[src/dsp_pkg.sv]
// Purpose: constants, types and register map of the priority and pause-source register group
// Assumes: apb with 32-bit data; each byte register sits in the low byte of one aligned word
// Notes: register byte address is four times its index
// How it works
// a 64-bit table written by software holds one priority bit per type-of-service code point.
// the top six bits of each ipv4 type-of-service byte form one index that picks one table bit.
// a picked bit of one means high priority and a picked bit of zero means low priority.
// the table sits in eight byte registers from index 0x60, highest bits first, each resetting to zero.
// a 48-bit station address written by software is given out as the pause frame source address.
// the station address sits in six byte registers from index 0x68, most significant byte first.
// the three low station address bytes reset to all ones and the three high ones to a fixed prefix.
// a write to any of these bytes takes effect right after the write completes, with no reset.
package dsp_pkg;

    localparam int DSP_ADDR_W = 12;
    localparam int DSP_DATA_W = 32;
    localparam int DSP_REG_W = 8;
    localparam int DSP_NUM_REGS = 14;
    localparam int DSP_TABLE_REGS = 8;
    localparam int DSP_TABLE_W = 64;
    localparam int DSP_ADDR_BYTES = 6;
    localparam int DSP_STATION_W = 48;
    localparam int DSP_CODE_W = 6;
    localparam int DSP_TOS_W = 8;

    // register indices as printed
    localparam logic [7:0] DSP_IDX_TABLE_FIRST = 8'h60;
    localparam logic [7:0] DSP_IDX_STATION_FIRST = 8'h68;
    localparam logic [7:0] DSP_IDX_LAST = 8'h6D;
    localparam logic [1:0] DSP_WORD_ALIGN = 2'h0;
    localparam int DSP_IDX_LSB = 2;
    localparam int DSP_IDX_MSB = 9;
    // one index per byte register
    localparam logic [7:0] DSP_IDX_PRIO_63_56 = 8'h60;
    localparam logic [7:0] DSP_IDX_PRIO_55_48 = 8'h61;
    localparam logic [7:0] DSP_IDX_PRIO_47_40 = 8'h62;
    localparam logic [7:0] DSP_IDX_PRIO_39_32 = 8'h63;
    localparam logic [7:0] DSP_IDX_PRIO_31_24 = 8'h64;
    localparam logic [7:0] DSP_IDX_PRIO_23_16 = 8'h65;
    localparam logic [7:0] DSP_IDX_PRIO_15_8 = 8'h66;
    localparam logic [7:0] DSP_IDX_PRIO_7_0 = 8'h67;
    localparam logic [7:0] DSP_IDX_STA_BYTE5 = 8'h68;
    localparam logic [7:0] DSP_IDX_STA_BYTE4 = 8'h69;
    localparam logic [7:0] DSP_IDX_STA_BYTE3 = 8'h6A;
    localparam logic [7:0] DSP_IDX_STA_BYTE2 = 8'h6B;
    localparam logic [7:0] DSP_IDX_STA_BYTE1 = 8'h6C;
    localparam logic [7:0] DSP_IDX_STA_BYTE0 = 8'h6D;

    localparam logic [7:0] DSP_TABLE_RST = 8'h00;
    localparam logic [7:0] DSP_STATION_LOW_RST = 8'hFF;

    typedef enum logic [2:0] {
        DSP_ST_IDLE = 3'b001,
        DSP_ST_ACCESS = 3'b010,
        DSP_ST_DONE = 3'b100
    } dsp_apb_state_e;

    typedef struct packed {
        logic valid;
        logic [DSP_TOS_W-1:0] tos;
    } dsp_class_req_s;

    typedef struct packed {
        logic valid;
        logic high;
    } dsp_class_res_s;

endpackage

[src/dsp_byte_reg.sv]
// Purpose: one software-writable byte register with a fixed reset value
// Assumes: write enable is a one-cycle pulse on the bus clock
// Notes: instantiated once per mapped register
`timescale 1ns/1ps
`default_nettype none
module dsp_byte_reg #(
    parameter logic [7:0] RST_VAL = 8'h00
) (
    input wire logic pclk,
    input wire logic presetn,
    input wire logic we,
    input wire logic [7:0] wdata,
    output logic [7:0] q
);
    logic [7:0] val_r;

    always_ff @(posedge pclk or negedge presetn)
    begin
        if (!presetn)
        begin
            val_r <= RST_VAL;
        end
        else if (we)
        begin
            val_r <= wdata;
        end
    end

    assign q = val_r;
endmodule
`default_nettype wire

[src/dsp_regs.sv]
// Purpose: diffserv priority table, priority classifier and station address over apb
// Assumes: classifier request comes from logic on pclk; apb master follows apb4 signalling
// Notes: zero-wait slave; unmapped or misaligned addresses answer with pslverr
`timescale 1ns/1ps
`default_nettype none
module dsp_regs #(
    // value is arbitrary, stands for the vendor prefix of the station address
    parameter logic [23:0] STATION_PREFIX = 24'h02_4B_3C
) (
    input wire logic pclk,
    input wire logic presetn,
    input wire logic psel,
    input wire logic penable,
    input wire logic pwrite,
    input wire logic [dsp_pkg::DSP_ADDR_W-1:0] paddr,
    input wire logic [dsp_pkg::DSP_DATA_W-1:0] pwdata,
    input wire logic [3:0] pstrb,
    output logic [dsp_pkg::DSP_DATA_W-1:0] prdata,
    output logic pready,
    output logic pslverr,
    input wire dsp_pkg::dsp_class_req_s class_req,
    output dsp_pkg::dsp_class_res_s class_res,
    output logic [dsp_pkg::DSP_STATION_W-1:0] switch_station_address
);
    import dsp_pkg::*;

    dsp_apb_state_e state_r;
    dsp_apb_state_e state_nxt;
    logic [DSP_DATA_W-1:0] prdata_r;
    logic pready_r;
    logic pslverr_r;
    logic [7:0] idx;
    logic hit;
    logic wr_ok;
    logic [DSP_REG_W-1:0] wbyte;
    logic [DSP_REG_W-1:0] rd_byte;
    logic we_prio_63_56;
    logic we_prio_55_48;
    logic we_prio_47_40;
    logic we_prio_39_32;
    logic we_prio_31_24;
    logic we_prio_23_16;
    logic we_prio_15_8;
    logic we_prio_7_0;
    logic we_sta_b5;
    logic we_sta_b4;
    logic we_sta_b3;
    logic we_sta_b2;
    logic we_sta_b1;
    logic we_sta_b0;
    logic [DSP_REG_W-1:0] prio_63_56;
    logic [DSP_REG_W-1:0] prio_55_48;
    logic [DSP_REG_W-1:0] prio_47_40;
    logic [DSP_REG_W-1:0] prio_39_32;
    logic [DSP_REG_W-1:0] prio_31_24;
    logic [DSP_REG_W-1:0] prio_23_16;
    logic [DSP_REG_W-1:0] prio_15_8;
    logic [DSP_REG_W-1:0] prio_7_0;
    logic [DSP_REG_W-1:0] sta_b5;
    logic [DSP_REG_W-1:0] sta_b4;
    logic [DSP_REG_W-1:0] sta_b3;
    logic [DSP_REG_W-1:0] sta_b2;
    logic [DSP_REG_W-1:0] sta_b1;
    logic [DSP_REG_W-1:0] sta_b0;
    logic [DSP_TABLE_W-1:0] table_bits;
    logic [DSP_TABLE_W-1:0] code_onehot;
    dsp_class_res_s res_r;

    // word address: index is the byte address divided by four
    assign idx = paddr[DSP_IDX_MSB:DSP_IDX_LSB];
    assign hit = (paddr[DSP_IDX_LSB-1:0] == DSP_WORD_ALIGN) && (paddr[DSP_ADDR_W-1:DSP_IDX_MSB+1] == '0)
        && (idx >= DSP_IDX_TABLE_FIRST) && (idx <= DSP_IDX_LAST);

    always_comb
    begin
        state_nxt = state_r;
        case (state_r)
            DSP_ST_IDLE:
            begin
                if (psel && !penable)
                begin
                    state_nxt = DSP_ST_ACCESS;
                end
            end
            DSP_ST_ACCESS:
            begin
                state_nxt = DSP_ST_DONE;
            end
            DSP_ST_DONE:
            begin
                // a setup phase may follow the access phase at once
                state_nxt = (psel && !penable) ? DSP_ST_ACCESS : DSP_ST_IDLE;
            end
            default:
            begin
                state_nxt = DSP_ST_IDLE;
            end
        endcase
    end

    always_ff @(posedge pclk or negedge presetn)
    begin
        if (!presetn)
        begin
            state_r <= DSP_ST_IDLE;
        end
        else
        begin
            state_r <= state_nxt;
        end
    end

    // answer is prepared at the setup edge so every bus output comes from a flop
    always_ff @(posedge pclk or negedge presetn)
    begin
        if (!presetn)
        begin
            pready_r <= 1'b0;
            pslverr_r <= 1'b0;
            prdata_r <= '0;
        end
        else if (state_nxt == DSP_ST_ACCESS)
        begin
            pready_r <= 1'b1;
            pslverr_r <= !hit;
            prdata_r <= '0;
            if (hit && !pwrite)
            begin
                prdata_r <= {{(DSP_DATA_W-DSP_REG_W){1'b0}}, rd_byte};
            end
        end
        else
        begin
            pready_r <= 1'b0;
            pslverr_r <= 1'b0;
            prdata_r <= '0;
        end
    end

    // read mux by index; unmapped indices fall to zero and are refused through hit
    always_comb
    begin
        rd_byte = '0;
        case (idx)
            DSP_IDX_PRIO_63_56: rd_byte = prio_63_56;
            DSP_IDX_PRIO_55_48: rd_byte = prio_55_48;
            DSP_IDX_PRIO_47_40: rd_byte = prio_47_40;
            DSP_IDX_PRIO_39_32: rd_byte = prio_39_32;
            DSP_IDX_PRIO_31_24: rd_byte = prio_31_24;
            DSP_IDX_PRIO_23_16: rd_byte = prio_23_16;
            DSP_IDX_PRIO_15_8: rd_byte = prio_15_8;
            DSP_IDX_PRIO_7_0: rd_byte = prio_7_0;
            DSP_IDX_STA_BYTE5: rd_byte = sta_b5;
            DSP_IDX_STA_BYTE4: rd_byte = sta_b4;
            DSP_IDX_STA_BYTE3: rd_byte = sta_b3;
            DSP_IDX_STA_BYTE2: rd_byte = sta_b2;
            DSP_IDX_STA_BYTE1: rd_byte = sta_b1;
            DSP_IDX_STA_BYTE0: rd_byte = sta_b0;
            default: rd_byte = '0;
        endcase
    end

    // write lands only at the edge that completes the access phase
    assign wr_ok = (state_r == DSP_ST_ACCESS) && psel && penable && pwrite && hit && pstrb[0];
    assign wbyte = pwdata[DSP_REG_W-1:0];
    assign we_prio_63_56 = wr_ok && (idx == DSP_IDX_PRIO_63_56);
    assign we_prio_55_48 = wr_ok && (idx == DSP_IDX_PRIO_55_48);
    assign we_prio_47_40 = wr_ok && (idx == DSP_IDX_PRIO_47_40);
    assign we_prio_39_32 = wr_ok && (idx == DSP_IDX_PRIO_39_32);
    assign we_prio_31_24 = wr_ok && (idx == DSP_IDX_PRIO_31_24);
    assign we_prio_23_16 = wr_ok && (idx == DSP_IDX_PRIO_23_16);
    assign we_prio_15_8 = wr_ok && (idx == DSP_IDX_PRIO_15_8);
    assign we_prio_7_0 = wr_ok && (idx == DSP_IDX_PRIO_7_0);
    assign we_sta_b5 = wr_ok && (idx == DSP_IDX_STA_BYTE5);
    assign we_sta_b4 = wr_ok && (idx == DSP_IDX_STA_BYTE4);
    assign we_sta_b3 = wr_ok && (idx == DSP_IDX_STA_BYTE3);
    assign we_sta_b2 = wr_ok && (idx == DSP_IDX_STA_BYTE2);
    assign we_sta_b1 = wr_ok && (idx == DSP_IDX_STA_BYTE1);
    assign we_sta_b0 = wr_ok && (idx == DSP_IDX_STA_BYTE0);

    // table bytes all reset to zero, so every code point starts low until software opts in
    dsp_byte_reg #(
        .RST_VAL(DSP_TABLE_RST)
    ) u_prio_63_56 (
        .pclk(pclk),
        .presetn(presetn),
        .we(we_prio_63_56),
        .wdata(wbyte),
        .q(prio_63_56)
    );

    dsp_byte_reg #(
        .RST_VAL(DSP_TABLE_RST)
    ) u_prio_55_48 (
        .pclk(pclk),
        .presetn(presetn),
        .we(we_prio_55_48),
        .wdata(wbyte),
        .q(prio_55_48)
    );

    dsp_byte_reg #(
        .RST_VAL(DSP_TABLE_RST)
    ) u_prio_47_40 (
        .pclk(pclk),
        .presetn(presetn),
        .we(we_prio_47_40),
        .wdata(wbyte),
        .q(prio_47_40)
    );

    dsp_byte_reg #(
        .RST_VAL(DSP_TABLE_RST)
    ) u_prio_39_32 (
        .pclk(pclk),
        .presetn(presetn),
        .we(we_prio_39_32),
        .wdata(wbyte),
        .q(prio_39_32)
    );

    dsp_byte_reg #(
        .RST_VAL(DSP_TABLE_RST)
    ) u_prio_31_24 (
        .pclk(pclk),
        .presetn(presetn),
        .we(we_prio_31_24),
        .wdata(wbyte),
        .q(prio_31_24)
    );

    dsp_byte_reg #(
        .RST_VAL(DSP_TABLE_RST)
    ) u_prio_23_16 (
        .pclk(pclk),
        .presetn(presetn),
        .we(we_prio_23_16),
        .wdata(wbyte),
        .q(prio_23_16)
    );

    dsp_byte_reg #(
        .RST_VAL(DSP_TABLE_RST)
    ) u_prio_15_8 (
        .pclk(pclk),
        .presetn(presetn),
        .we(we_prio_15_8),
        .wdata(wbyte),
        .q(prio_15_8)
    );

    dsp_byte_reg #(
        .RST_VAL(DSP_TABLE_RST)
    ) u_prio_7_0 (
        .pclk(pclk),
        .presetn(presetn),
        .we(we_prio_7_0),
        .wdata(wbyte),
        .q(prio_7_0)
    );

    // station bytes, most significant first; the high three carry the prefix, the rest all ones
    dsp_byte_reg #(
        .RST_VAL(STATION_PREFIX[3*DSP_REG_W-1 -: DSP_REG_W])
    ) u_sta_b5 (
        .pclk(pclk),
        .presetn(presetn),
        .we(we_sta_b5),
        .wdata(wbyte),
        .q(sta_b5)
    );

    dsp_byte_reg #(
        .RST_VAL(STATION_PREFIX[2*DSP_REG_W-1 -: DSP_REG_W])
    ) u_sta_b4 (
        .pclk(pclk),
        .presetn(presetn),
        .we(we_sta_b4),
        .wdata(wbyte),
        .q(sta_b4)
    );

    dsp_byte_reg #(
        .RST_VAL(STATION_PREFIX[DSP_REG_W-1:0])
    ) u_sta_b3 (
        .pclk(pclk),
        .presetn(presetn),
        .we(we_sta_b3),
        .wdata(wbyte),
        .q(sta_b3)
    );

    dsp_byte_reg #(
        .RST_VAL(DSP_STATION_LOW_RST)
    ) u_sta_b2 (
        .pclk(pclk),
        .presetn(presetn),
        .we(we_sta_b2),
        .wdata(wbyte),
        .q(sta_b2)
    );

    dsp_byte_reg #(
        .RST_VAL(DSP_STATION_LOW_RST)
    ) u_sta_b1 (
        .pclk(pclk),
        .presetn(presetn),
        .we(we_sta_b1),
        .wdata(wbyte),
        .q(sta_b1)
    );

    dsp_byte_reg #(
        .RST_VAL(DSP_STATION_LOW_RST)
    ) u_sta_b0 (
        .pclk(pclk),
        .presetn(presetn),
        .we(we_sta_b0),
        .wdata(wbyte),
        .q(sta_b0)
    );

    // lowest index holds the highest table bits
    assign table_bits = {prio_63_56, prio_55_48, prio_47_40, prio_39_32,
        prio_31_24, prio_23_16, prio_15_8, prio_7_0};
    // pause frames see the address straight from the register flops, no shadow copy
    assign switch_station_address = {sta_b5, sta_b4, sta_b3, sta_b2, sta_b1, sta_b0};

    // full decode into one-hot, then a single bit survives the mask
    always_comb
    begin
        code_onehot = '0;
        code_onehot[class_req.tos[DSP_TOS_W-1 -: DSP_CODE_W]] = 1'b1;
    end

    always_ff @(posedge pclk or negedge presetn)
    begin
        if (!presetn)
        begin
            res_r <= '0;
        end
        else
        begin
            res_r.valid <= class_req.valid;
            res_r.high <= class_req.valid && |(code_onehot & table_bits);
        end
    end

    assign prdata = prdata_r;
    assign pready = pready_r;
    assign pslverr = pslverr_r;
    assign class_res = res_r;
endmodule
`default_nettype wire

[config.mk]
export PLATFORM = sky130hd
export DESIGN_NAME = dsp_regs
export DESIGN_NICKNAME = d
export VERILOG_FILES = /design/src/dsp_pkg.sv /design/src/dsp_byte_reg.sv /design/src/dsp_regs.sv
export SDC_FILE = /design/constraint.sdc
export NUM_CORES = 1
export LEC_CHECK = 0
export ABC_AREA = 1
export BUFFER_PORTS_ARGS = -buffer_cell sky130_fd_sc_hd__buf_4
export CAP_MARGIN = 20
export CORE_MARGIN = 1
export CORE_UTILIZATION = 45
export DETAILED_ROUTE_END_ITERATION = 8
export PLACE_DENSITY = 0.67
export SLEW_MARGIN = 20
export SYNTH_ARGS = -nofsm -noshare
export SYNTH_HDL_FRONTEND = slang
export SYNTH_SLANG_ARGS = --single-unit
[constraint.sdc]
create_clock -name pclk -period 1.9 [get_ports pclk]
set_input_delay 0.095 -clock pclk [delete_from_list [all_inputs] [get_ports pclk]]
set_output_delay 0.095 -clock pclk [all_outputs]
set_load 0.02 [all_outputs]
Yosys cells after proc, flatten, opt, wreduce, memory -nomap -nowiden
Cells that the tools add are included.
- bits in registers: 151
- input bits: 62
- output and inout bits: 84
- word-level logic and storage cells: 85
- order comparisons: 4
- equal/unequal tests: 18
- mux-type cells: 10
- bitwise operators: 1
- reductions and logical operators: 32
- operators with widths (operator ; count):
    $eq 8x7->1 const B ; 14
    $pmux 8 s14 ; 1
    $and 64x64->64 ; 1
    $reduce_or 64->1 ; 1
    $mux 32 ; 1
    $logic_and 1x1->1 ; 26
    $pmux 3 s3 ; 1
    $ge 8x7->1 const B ; 1
    $le 8x7->1 const B ; 1
    $mux 8 ; 1
    $lt 6x7->1 const B ; 1
    $demux 1 s6 ; 1
    $eq 3x2->1 const B ; 2
    $ge 6x1->1 const B ; 1
    $logic_not 2->1 ; 2
    $eq 3x1->1 const B ; 1
    $eq 3x3->1 const B ; 1
    $logic_not 1->1 ; 3
    $mux 1 ; 3
    $mux 3 ; 1
    $mux 2 ; 1

Depth between registers and ports, before layout
Gate-level depths: netlist of run 1.
- depth in word-level cells: 7
- depth in mapped cells: 11
- gate-level depth less buffers: 11

Hierarchy
A second synthesis of run 1 with hierarchy kept.
- cells, all modules: 986
- area total of the unflattened synthesis: 7124.3 um^2
- modules (own cells, without submodules) (module ; instances ; cells each ; area each (um^2) ; sequential area each (um^2)):
    dsp_regs ; 1 ; 510 ; 2808.9 ; 376.6
    dsp_byte_reg at u_prio_15_8 ... ; 8 ; 34 ; 305.3 ; 200.2
    dsp_byte_reg at u_sta_b0 ... ; 3 ; 34 ; 315.3 ; 210.2
    dsp_byte_reg at u_sta_b3 ... ; 2 ; 34 ; 310.3 ; 205.2
    dsp_byte_reg at u_sta_b5 ; 1 ; 34 ; 306.5 ; 201.4

Least setup slack after synthesis of run 1
No wires, ideal clock.
- path kind: reg2reg
- from: register state_r[2]
- to: register u_sta_b3.val_r[6], in the netlist u_sta_b3.q[6]
- library setup time: 133 ps
- arrival time: 1387 ps
- required time: 1767 ps
- slack: 380 ps
- cell stages (with the launch flop): 9
- path buffers: 2
- period minus slack after synthesis: 1520 ps
- cells stage by stage: dfrtp_1 nor2_1 nand2_1 nor3b_4 buf_12 nand2_4 buf_6 nand2_1 o21ai_0
- word-level cells in the longest chain between the ends: 7
- ends and longest elaborated chain (element ; RTL line ; text):
    from (decl) ; dsp_regs.sv:27 ; dsp_apb_state_e state_r;
    from (signal assigned) ; dsp_regs.sv:109 ; state_r <= state_nxt;
    $eq 3x2->1 ; dsp_regs.sv:164 ; assign wr_ok = (state_r == DSP_ST_ACCESS) && psel && penable && pwrite && hit && pstrb[0];
    $logic_and 1x1->1 (5 in series) ; dsp_regs.sv:164 ;
    $logic_and 1x1->1 ; dsp_regs.sv:176 ; assign we_sta_b3 = wr_ok && (idx == DSP_IDX_STA_BYTE3);
    to (signal assigned) ; dsp_byte_reg.sv:25 ; val_r <= wdata;
    to (decl) ; dsp_byte_reg.sv:15 ; logic [7:0] val_r;
No other way between the ends.
A chain may end at the register's enable or synchronous reset.

Worst setup path after layout of run 1
- from: register state_r[2]
- to: register u_prio_47_40.val_r[2], in the netlist u_prio_47_40.q[2]
- word-level cells in the longest chain between the ends: 7
- ends and longest elaborated chain (element ; RTL line ; text):
    $eq 3x2->1 ; dsp_regs.sv:164 ;
    $logic_and 1x1->1 (5 in series) ; dsp_regs.sv:164 ;
    $logic_and 1x1->1 ; dsp_regs.sv:168 ; assign we_prio_47_40 = wr_ok && (idx == DSP_IDX_PRIO_47_40);
    to (signal assigned) ; dsp_byte_reg.sv:25 ;
    to (decl) ; dsp_byte_reg.sv:15 ;
No other way between the ends.

==> results, run 1 <==
- The flow ran to the end, and the final reports show no timing, DRC or antenna violations.
- The total of flip-flops plus latches after synthesis is 127.
- The critical path goes through nor2_1 -> nand2_2 -> nor3b_4 -> buf_12 -> nand3_1 -> buf_4 -> nand2_1 -> o21ai_0.
- The tool flagged a number of max-cap violations equal to 0.
- Counting instances in the post-synthesis netlist gives the leading cell types as sky130_fd_sc_hd__nand2_1, sky130_fd_sc_hd__o21ai_0, sky130_fd_sc_hd__dfrtp_1.
- The initial antenna violation count was 0.
- The total global-route track usage is 0.277.
- The final wirelength is 20000 um.
- For this configuration, the core starts out at a cell density of 0.461.
- In this run the mean area of a mapped cell was roughly 7.6 um^2.
- The part of the cycle the worst path needs is 0.900.
- For this run, global-route usage on met2 was measured as 0.430.
- The setup path with the least slack is of type register to register.
- The mean number of vias per cell is 5.26.
- The min-delay analysis places its worst path in the category input port to register.
- The clock-pin slew on the worst setup and hold paths is 60 ps.
- The clock sink total is 127.
- The vertical die dimension is 124 um.
- In this run the horizontal extent of the chip is 124 um.
- For this run, the leading register cell type out of synthesis is sky130_fd_sc_hd__dfrtp_1.
- The floorplan row count is 44.
- The repair_antennas step left the layout with diodes totalling 0.
- The post-placement cell area is 7500 um^2.
- The setup TNS is 0 ps.
- Global routing finished with a remaining overflow of 0.
- The number of CTS-inserted buffers is 17.
- The first global-routing pass estimated between 30000 and 40000 um of wire.
- The clock period minus final worst setup slack is 1710 ps.
- The area growth from synthesis to layout is 20.8%.
- The final-report setup violation count is 0.
- The H-tree generated during clock tree synthesis spans 4 levels.
- VDD sags by at most 0.776 mV.
- The instance count along the most critical hold path is 3.
- For the worst flop-to-flop path, the logic depth is 8.
- For this run, the post-layout net count is roughly 1000.
- The die covers between 15000 and 20000 um^2.
- In the post-synthesis netlist, the biggest area contributors are sky130_fd_sc_hd__dfrtp_1, sky130_fd_sc_hd__nand2_1, sky130_fd_sc_hd__dfstp_2.
- The met1 track utilization from global routing is 0.381.
- On the worst path, the slowest cell contributes a delay of 380 ps.
- At the worst endpoint, the required time is 2170 ps.
- For this run, global-route usage on met3 was measured as 0.0696.
- The boundary pin count is 146.
- Summing every instance area after synthesis gives 6710 um^2.
- Entering global routing, the biggest net connects 44 pins.
- For the pin with the worst max-slew slack, the measured transition is roughly 700 ps.
- The total power density per cell area is 768 nW/um^2.
- The endpoint of the worst-slack reg-to-reg timing path is u_prio_47_40.q[2].
- Setup slack on the worst reg-to-reg path comes out at 190 ps.
- Data on the critical path arrives at its endpoint at 1980 ps.
- The count of filler cells inserted in the layout is 1387.
- The cell chosen for the clock root is sky130_fd_sc_hd__clkbuf_16.
- Port buffering added 92 buffers.
- The slack of the critical path is approximately 190 ps.
- The pre-CTS setup slack is between 60 and 70 ps.
- The analysis attributes to cell leakage a power of 0.00410 uW.
- The clock passes through at most 2 buffers.
- Timing would allow up to 585 MHz.
- The worst clock skew is 7.34 ps.
- The iteration count of the initial detailed-routing pass is 5.
- Setup repair after global routing left no endpoint under its margin.
- The largest area contributor in the netlist is sky130_fd_sc_hd__dfrtp_1.
- The share of the yosys chip area belonging to registers is 0.480.
- The count of endpoints failing hold in the final timing report is 0.
- The number of enable-type register cells in the synthesized netlist is 0.
- The weighted congestion at the end of routability-driven global placement is about 0.9.
- After routing the design area is 8100 um^2.
- The synthesis warning total is 0.
- At the later pin of the worst-skew pair, clock insertion delay measures about 430 ps.
- In the synthesized netlist, the number of instances is 877.
- The unique cell type count in the Yosys netlist is 28.
- The via count of the first global-routing pass is 5576.
- Counting flops with an async set or reset pin after synthesis yields a share of 1.00.
- met2 is the most crowded layer.
- Detailed placement ended at an HPWL of 13900 um.
- The number of setup buffers added after CTS is 0.
- The worst hold path begins at psel.
- The share of post-route cells with drive strength above 1 is 0.206.
- The master of the slowest instance on the critical path is sky130_fd_sc_hd__dfrtp_1.
- TritonCTS built the clock tree.
- The wire length per cell is 17.1 um.
- The launch instance of the worst register-to-register path is state_r[2].
- The detail route stage leaves a number of antenna-violating nets equal to 0.
- The type of element launching the critical path is a register.
- The total vias in the final route is 6159.
- The share of synthesized area in the top cell type comes to 0.347.
- The number of DRC markers after the initial detailed-route iteration is 549.
- For hold timing, the worst endpoint is state_r[1].
- STA classifies the critical path endpoint as a register.
- Of all nets on the critical path, the largest fanout is 16.
- The worst max-slew margin expressed relative to the limit is 0.540.
- The area of the core is 14500 um^2.
- The number of max-slew violations in the final report is 0.
- The number of remaining DRC errors is 0.
- The most frequent cell after synthesis is sky130_fd_sc_hd__nand2_1.
per-stage QoR:
stage | hold WS, ps | instances | utilization | power (uW)
4_1_cts | 27.1 | 1170 | 0.557 | 6250
6_report | 28.3 | 1170 | 0.557 | 6220
5_1_grt | 56.7 | 1170 | 0.557 | 6430
2_1_floorplan | -201 | 900 | - | 2970
3_5_place_dp | 86.8 | 1136 | 0.516 | 3140
3_3_place_gp | 90.9 | 1136 | 0.516 | 3140
cell usage in the layout (no fill, tap or decap), types with 9 or more instances in the layout:
cell                        Yosys  final
sky130_fd_sc_hd__nand2_4       10     10
sky130_fd_sc_hd__nor2_1        81     81
sky130_fd_sc_hd__dfstp_2       34     34
sky130_fd_sc_hd__nand2_1      299    295
sky130_fd_sc_hd__nand4_1       40     40
sky130_fd_sc_hd__buf_4         24    113
sky130_fd_sc_hd__clkbuf_16      0     19
sky130_fd_sc_hd__inv_1         45     45
sky130_fd_sc_hd__nor3_1         9      9
sky130_fd_sc_hd__dfrtp_1       93     93
sky130_fd_sc_hd__o21ai_0      127    127
sky130_fd_sc_hd__nand3_1       54     54
sky130_fd_sc_hd__conb_1         1     24
timing repair:
| action | CTS | global route |
|---|---|---|
| hold buffers | 2 | 0 |
| endpoints found under the setup margin | 0 | 24 |
| gates resized for setup | 0 | 4 |
| endpoints found under the hold margin | 33 | 0 |
cell families (layout without fill, tap and decap cells):
family / count (synthesis) / in the layout / share of synthesized area
and+or+nand+nor: 502 / 502 / 0.326
AOI/OAI and AO/OA: 133 / 133 / 0.0993
DFF: 127 / 127 / 0.480
buffers and inverters: 113 / 199 / 0.0923
other: 1 / 24 / 0.000559
xor gates and xnor gates: 1 / 1 / 0.00131
per-layer routing:
metal	routed length, um	share of wire	vias up
met4	340	0.017	0
met5	0	0	-
met2	9480	0.47	212
met1	8900	0.44	2922
li1	-	-	2999
met3	1290	0.064	26
worst max-delay path by stage:
stage                     slack, ps  depth (start not counted)       start                end
after floorplan                 380                          8  state_r[2]      u_sta_b3.q[6]
after global placement          150                          8    paddr[9]      u_sta_b1.q[3]
after detailed placement         70                          8    paddr[9]      u_sta_b1.q[1]
after CTS                        80                          6  state_r[2]      u_sta_b1.q[5]
after global routing             40                          8  state_r[2]  u_prio_47_40.q[5]
final                           190                          8  state_r[2]  u_prio_47_40.q[2]
flip-flops by register name, indices dropped and copies added, names as in the netlist:
name	flops
u_prio_31_24.q	8
u_sta_b4.q	8
u_prio_7_0.q	8
u_sta_b5.q	8
pready	1
u_prio_15_8.q	8
u_prio_55_48.q	8
u_sta_b2.q	8
u_prio_23_16.q	8
u_sta_b1.q	8
prdata	8
u_prio_47_40.q	8
u_sta_b0.q	8
u_prio_39_32.q	8
u_sta_b3.q	8
u_prio_63_56.q	8
pslverr	1
class_res	2
state_r	3
report_power, final:
group          internal (uW)  leakage [uW]  switching, uW
sequential              2720       0.00165           3.67
clock                   1850      0.000260           1260
combinational           95.8       0.00220            286
cell type report:
class | instances | area (um^2) | share of cell area
Clock buffer | 21 | 493 | 0.0609
Tap cell | 184 | 230 | 0.0284
Multi-Input combinational cell | 660 | 2960 | 0.366
Clock inverter | 11 | 80.1 | 0.00989
Sequential cell | 127 | 3220 | 0.398
Timing Repair Buffer | 118 | 928 | 0.115
Inverter | 49 | 184 | 0.0227
worst max-delay path: cells and delay by family, from the launching register on:
family | cells | cell delay (ps)
buffers and inverters | 2 | 410
and+or+nand+nor | 5 | 660
AOI/OAI and AO/OA | 1 | 90
DFF | 1 | 380
Power figures use the tool's default switching activity.
==> run 2, diff against run 1 <==
PLACE_DENSITY = 0.68   (was 0.67)
==> run 2 against run 1 <==
Via count grew 1.7%. Die area stayed put. Critical path depth unchanged. Combinational power barely moved. Critical path type unchanged. Cell count did not move. Utilization rose by 0.15 points. Cell area is 0.26% higher.
==> results, run 2 (synthesized netlist as in run 1, its figures left out) <==
- The run finished with clean final reports.
- The initial antenna violation count came to 0 (unchanged).
- The number of max-slew violations in the final report is 0 (unchanged).
- Setup repair after global routing left no endpoint under its margin.
- The tightest hold margin is 11.7 ps (-16.6 ps).
- The weighted congestion at the end of routability-driven global placement is 0.882 (-1.8%).
- The highest clock rate came to 601 MHz (+2.7%).
- The count of filler cells inserted in the layout is 1377 (-0.72%).
- The total power density per cell area is 788 nW/um^2 (+2.7%).
- The floorplan row count is 44 (unchanged).
- The slack of the critical path is 235 ps (+45.1 ps).
- The clock-pin slew on the worst setup and hold paths is 60 ps (about the same).
- The total global-route track usage is 0.277 (-0.000495).
- The overflow left after global routing came to 0 (unchanged).
- The clock period minus final worst setup slack is 1660 ps (-45.1 ps).
- The portion of total power attributed to sequential cells is 0.425 (-0.013).
- The highest ir drop seen on vdd is 0.511 mV (-34%).
- The final standard cell utilization of the core is 0.559 (+0.00146).
- The number of diodes is 0 (unchanged).
- The chip width is 124 um (unchanged).
- The arrival time at the worst endpoint was 1940 ps (-40 ps).
- The fraction of power spent switching nets came to 0.245 (-0.00405).
- The iteration count of the initial detailed-routing pass is 6 (+1).
- The worst clock skew is 7.11 ps (-0.233 ps).
- The share of total power in the clock network came to 0.515 (+0.014).
- The proportion of power drawn by combinational gates came to 0.059 (-0.002).
- The overall die area came to 15400 um^2 (unchanged).
- The boundary pin count is 146 (unchanged).
- The wire length of the first global-routing pass is 30900 um (-0.73%).
- The via count of the first global-routing pass is 5645 (+1.2%).
- The post-placement cell area is 7480 um^2 (-0.17%).
- The detailed placer's ending HPWL is 13300 um (-3.8%).
- The area of the core came to 14500 um^2 (unchanged).
- The final net count is 1035 (unchanged).
- The number of DRC markers after the initial detailed-route iteration is 656 (+19%).
- From synthesis to final layout, the design area changed by 21.1%.
- The maximum fanout count along the critical path is 16 (unchanged).
- The max-cap violation count is 0 (unchanged).
- The number of port buffers came to 92 (unchanged).
- The wire length per cell is 16.9 um (-1.4%).
- The most common cell after layout, fill and taps aside is sky130_fd_sc_hd__nand2_1.
- The count of endpoints failing hold in the final timing report is 0 (unchanged).
- The clock latency on the worst-skew pair is 430 ps (about the same).
- The cell chosen for the clock root is sky130_fd_sc_hd__clkbuf_16.
- The type of element launching the critical path is a register.
- In the layout the commonest cells are sky130_fd_sc_hd__nand2_1, sky130_fd_sc_hd__o21ai_0, sky130_fd_sc_hd__buf_4.
- The post-route cell area came to 8120 um^2 (+0.26%).
- The final-report setup violation count is 0 (unchanged).
- The internal power contribution is 4830 uW (+3.5%).
- The H-tree depth reported by CTS is 4 (unchanged).
- The worst max-slew margin expressed relative to the limit is 0.505 (-0.0343).
- The net switching power is 1570 uW (+1.3%).
- The element type at the critical path end is a register.
- The transition time of the tightest slew-check pin was 741 ps (+51.4 ps).
- The number of CTS-inserted buffers is 17 (unchanged).
- The vertical die dimension is 124 um (unchanged).
- The number of setup buffers added after CTS is 0 (unchanged).
- The remaining antenna violation count after routing came to 0 (unchanged).
- The critical path in this run is classified as register to register.
- The minimum setup slack among reg-to-reg paths is 240 ps (+50 ps).
- The starting density of the core is 0.461 (unchanged).
- The pin count of the biggest net entering global routing is 128 (+190%).
- The total vias in the final route is 6266 (+1.7%).
- The pre-CTS setup slack came to -86.5 ps (-153 ps).
- The worst hold path belongs to the class input port to register.
- The number of remaining DRC errors is 0 (unchanged).
- The area of the multi-input gates is 2960 um^2 (unchanged).
- The maximum buffer depth of the clock tree is 2 (unchanged).
- The mean number of vias per cell is 5.36 (+1.7%).
- The required time at the endpoint of the critical path was 2180 ps (about the same).
- The share of post-route cells with drive strength above 1 is 0.207 (+0.00101).
- The leakage power figure is 0.00413 uW (+0.63%).
- The total area of sequential cells was 3220 um^2 (unchanged).
- The final wirelength is 19700 um (-1.4%).
- The clock sink total is 127 (unchanged).
- TritonCTS built the clock tree.
- The part of the cycle the worst path needs is 0.876 (-0.0237).
-- run 2: layer usage --
metal / track usage / up-vias / share of wire
met1: 0.387 / 2948 / 0.44
met3: 0.0508 / 46 / 0.066
met2: 0.421 / 267 / 0.47
met5: 0 / - / 0
met4: 0.115 / 0 / 0.027
li1: - / 3005 / -
-- run 2: critical path: stages, from the launching register on --
cell	delay, ps
sky130_fd_sc_hd__dfrtp_1	380
sky130_fd_sc_hd__nor2_1	100
sky130_fd_sc_hd__nand2_1	100
sky130_fd_sc_hd__nor3b_4	250
sky130_fd_sc_hd__buf_12	230
sky130_fd_sc_hd__nand3_1	100
sky130_fd_sc_hd__buf_4	190
sky130_fd_sc_hd__nand2_1	60
sky130_fd_sc_hd__o21ai_0	70
-- run 2: path summary, 6_finish.rpt --
path / from / to / cells after the start
setup / recovery: state_r[2] / u_prio_47_40.q[5] / 8
hold reg to reg: u_sta_b3.q[3] / u_sta_b3.q[3] / 2
setup reg to reg: state_r[2] / u_prio_47_40.q[5] / 8
min in group asynchronous: presetn / u_prio_23_16.q[7] / 3
max in group asynchronous: presetn / u_prio_31_24.q[4] / 3
hold / removal: psel / state_r[1] / 3
-- run 2: cell type report --
| class | instances | share of cell area |
|---|---|---|
| flip-flops and latches | 127 | 0.397 |
| well taps | 184 | 0.0284 |
| clock buffers | 19 | 0.0558 |
| clock inverters | 13 | 0.0190 |
| repair buffers | 118 | 0.113 |
| multi-input cells | 660 | 0.365 |
| inverters | 49 | 0.0227 |
-- run 2: timing repair --
item,4_1_cts,5_1_grt
gates resized for setup,0,3
endpoints found under the hold margin,95,0
hold buffers,2,0
setup endpoints to repair,0,12
-- run 2: per-stage QoR --
| step | std cells | total power, uW | TNS, ps |
|---|---|---|---|
| finish | 1170 | 6400 | 0 |
| CTS | 1170 | 6440 | 0 |
| floorplan | 900 | 2970 | 0 |
| global route | 1170 | 6600 | 0 |
| global placement | 1136 | 3140 | -6.85 |
| detailed placement | 1136 | 3140 | -684 |
-- run 2: power groups by stage --
stage	Clock [uW]	Combinational, uW	Sequential (uW)
6_report	3300	379	2720
5_1_grt	3460	417	2720
4_1_cts	3330	379	2720
3_5_place_dp	0	376	2770
3_3_place_gp	0	373	2770
2_1_floorplan	0	195	2770
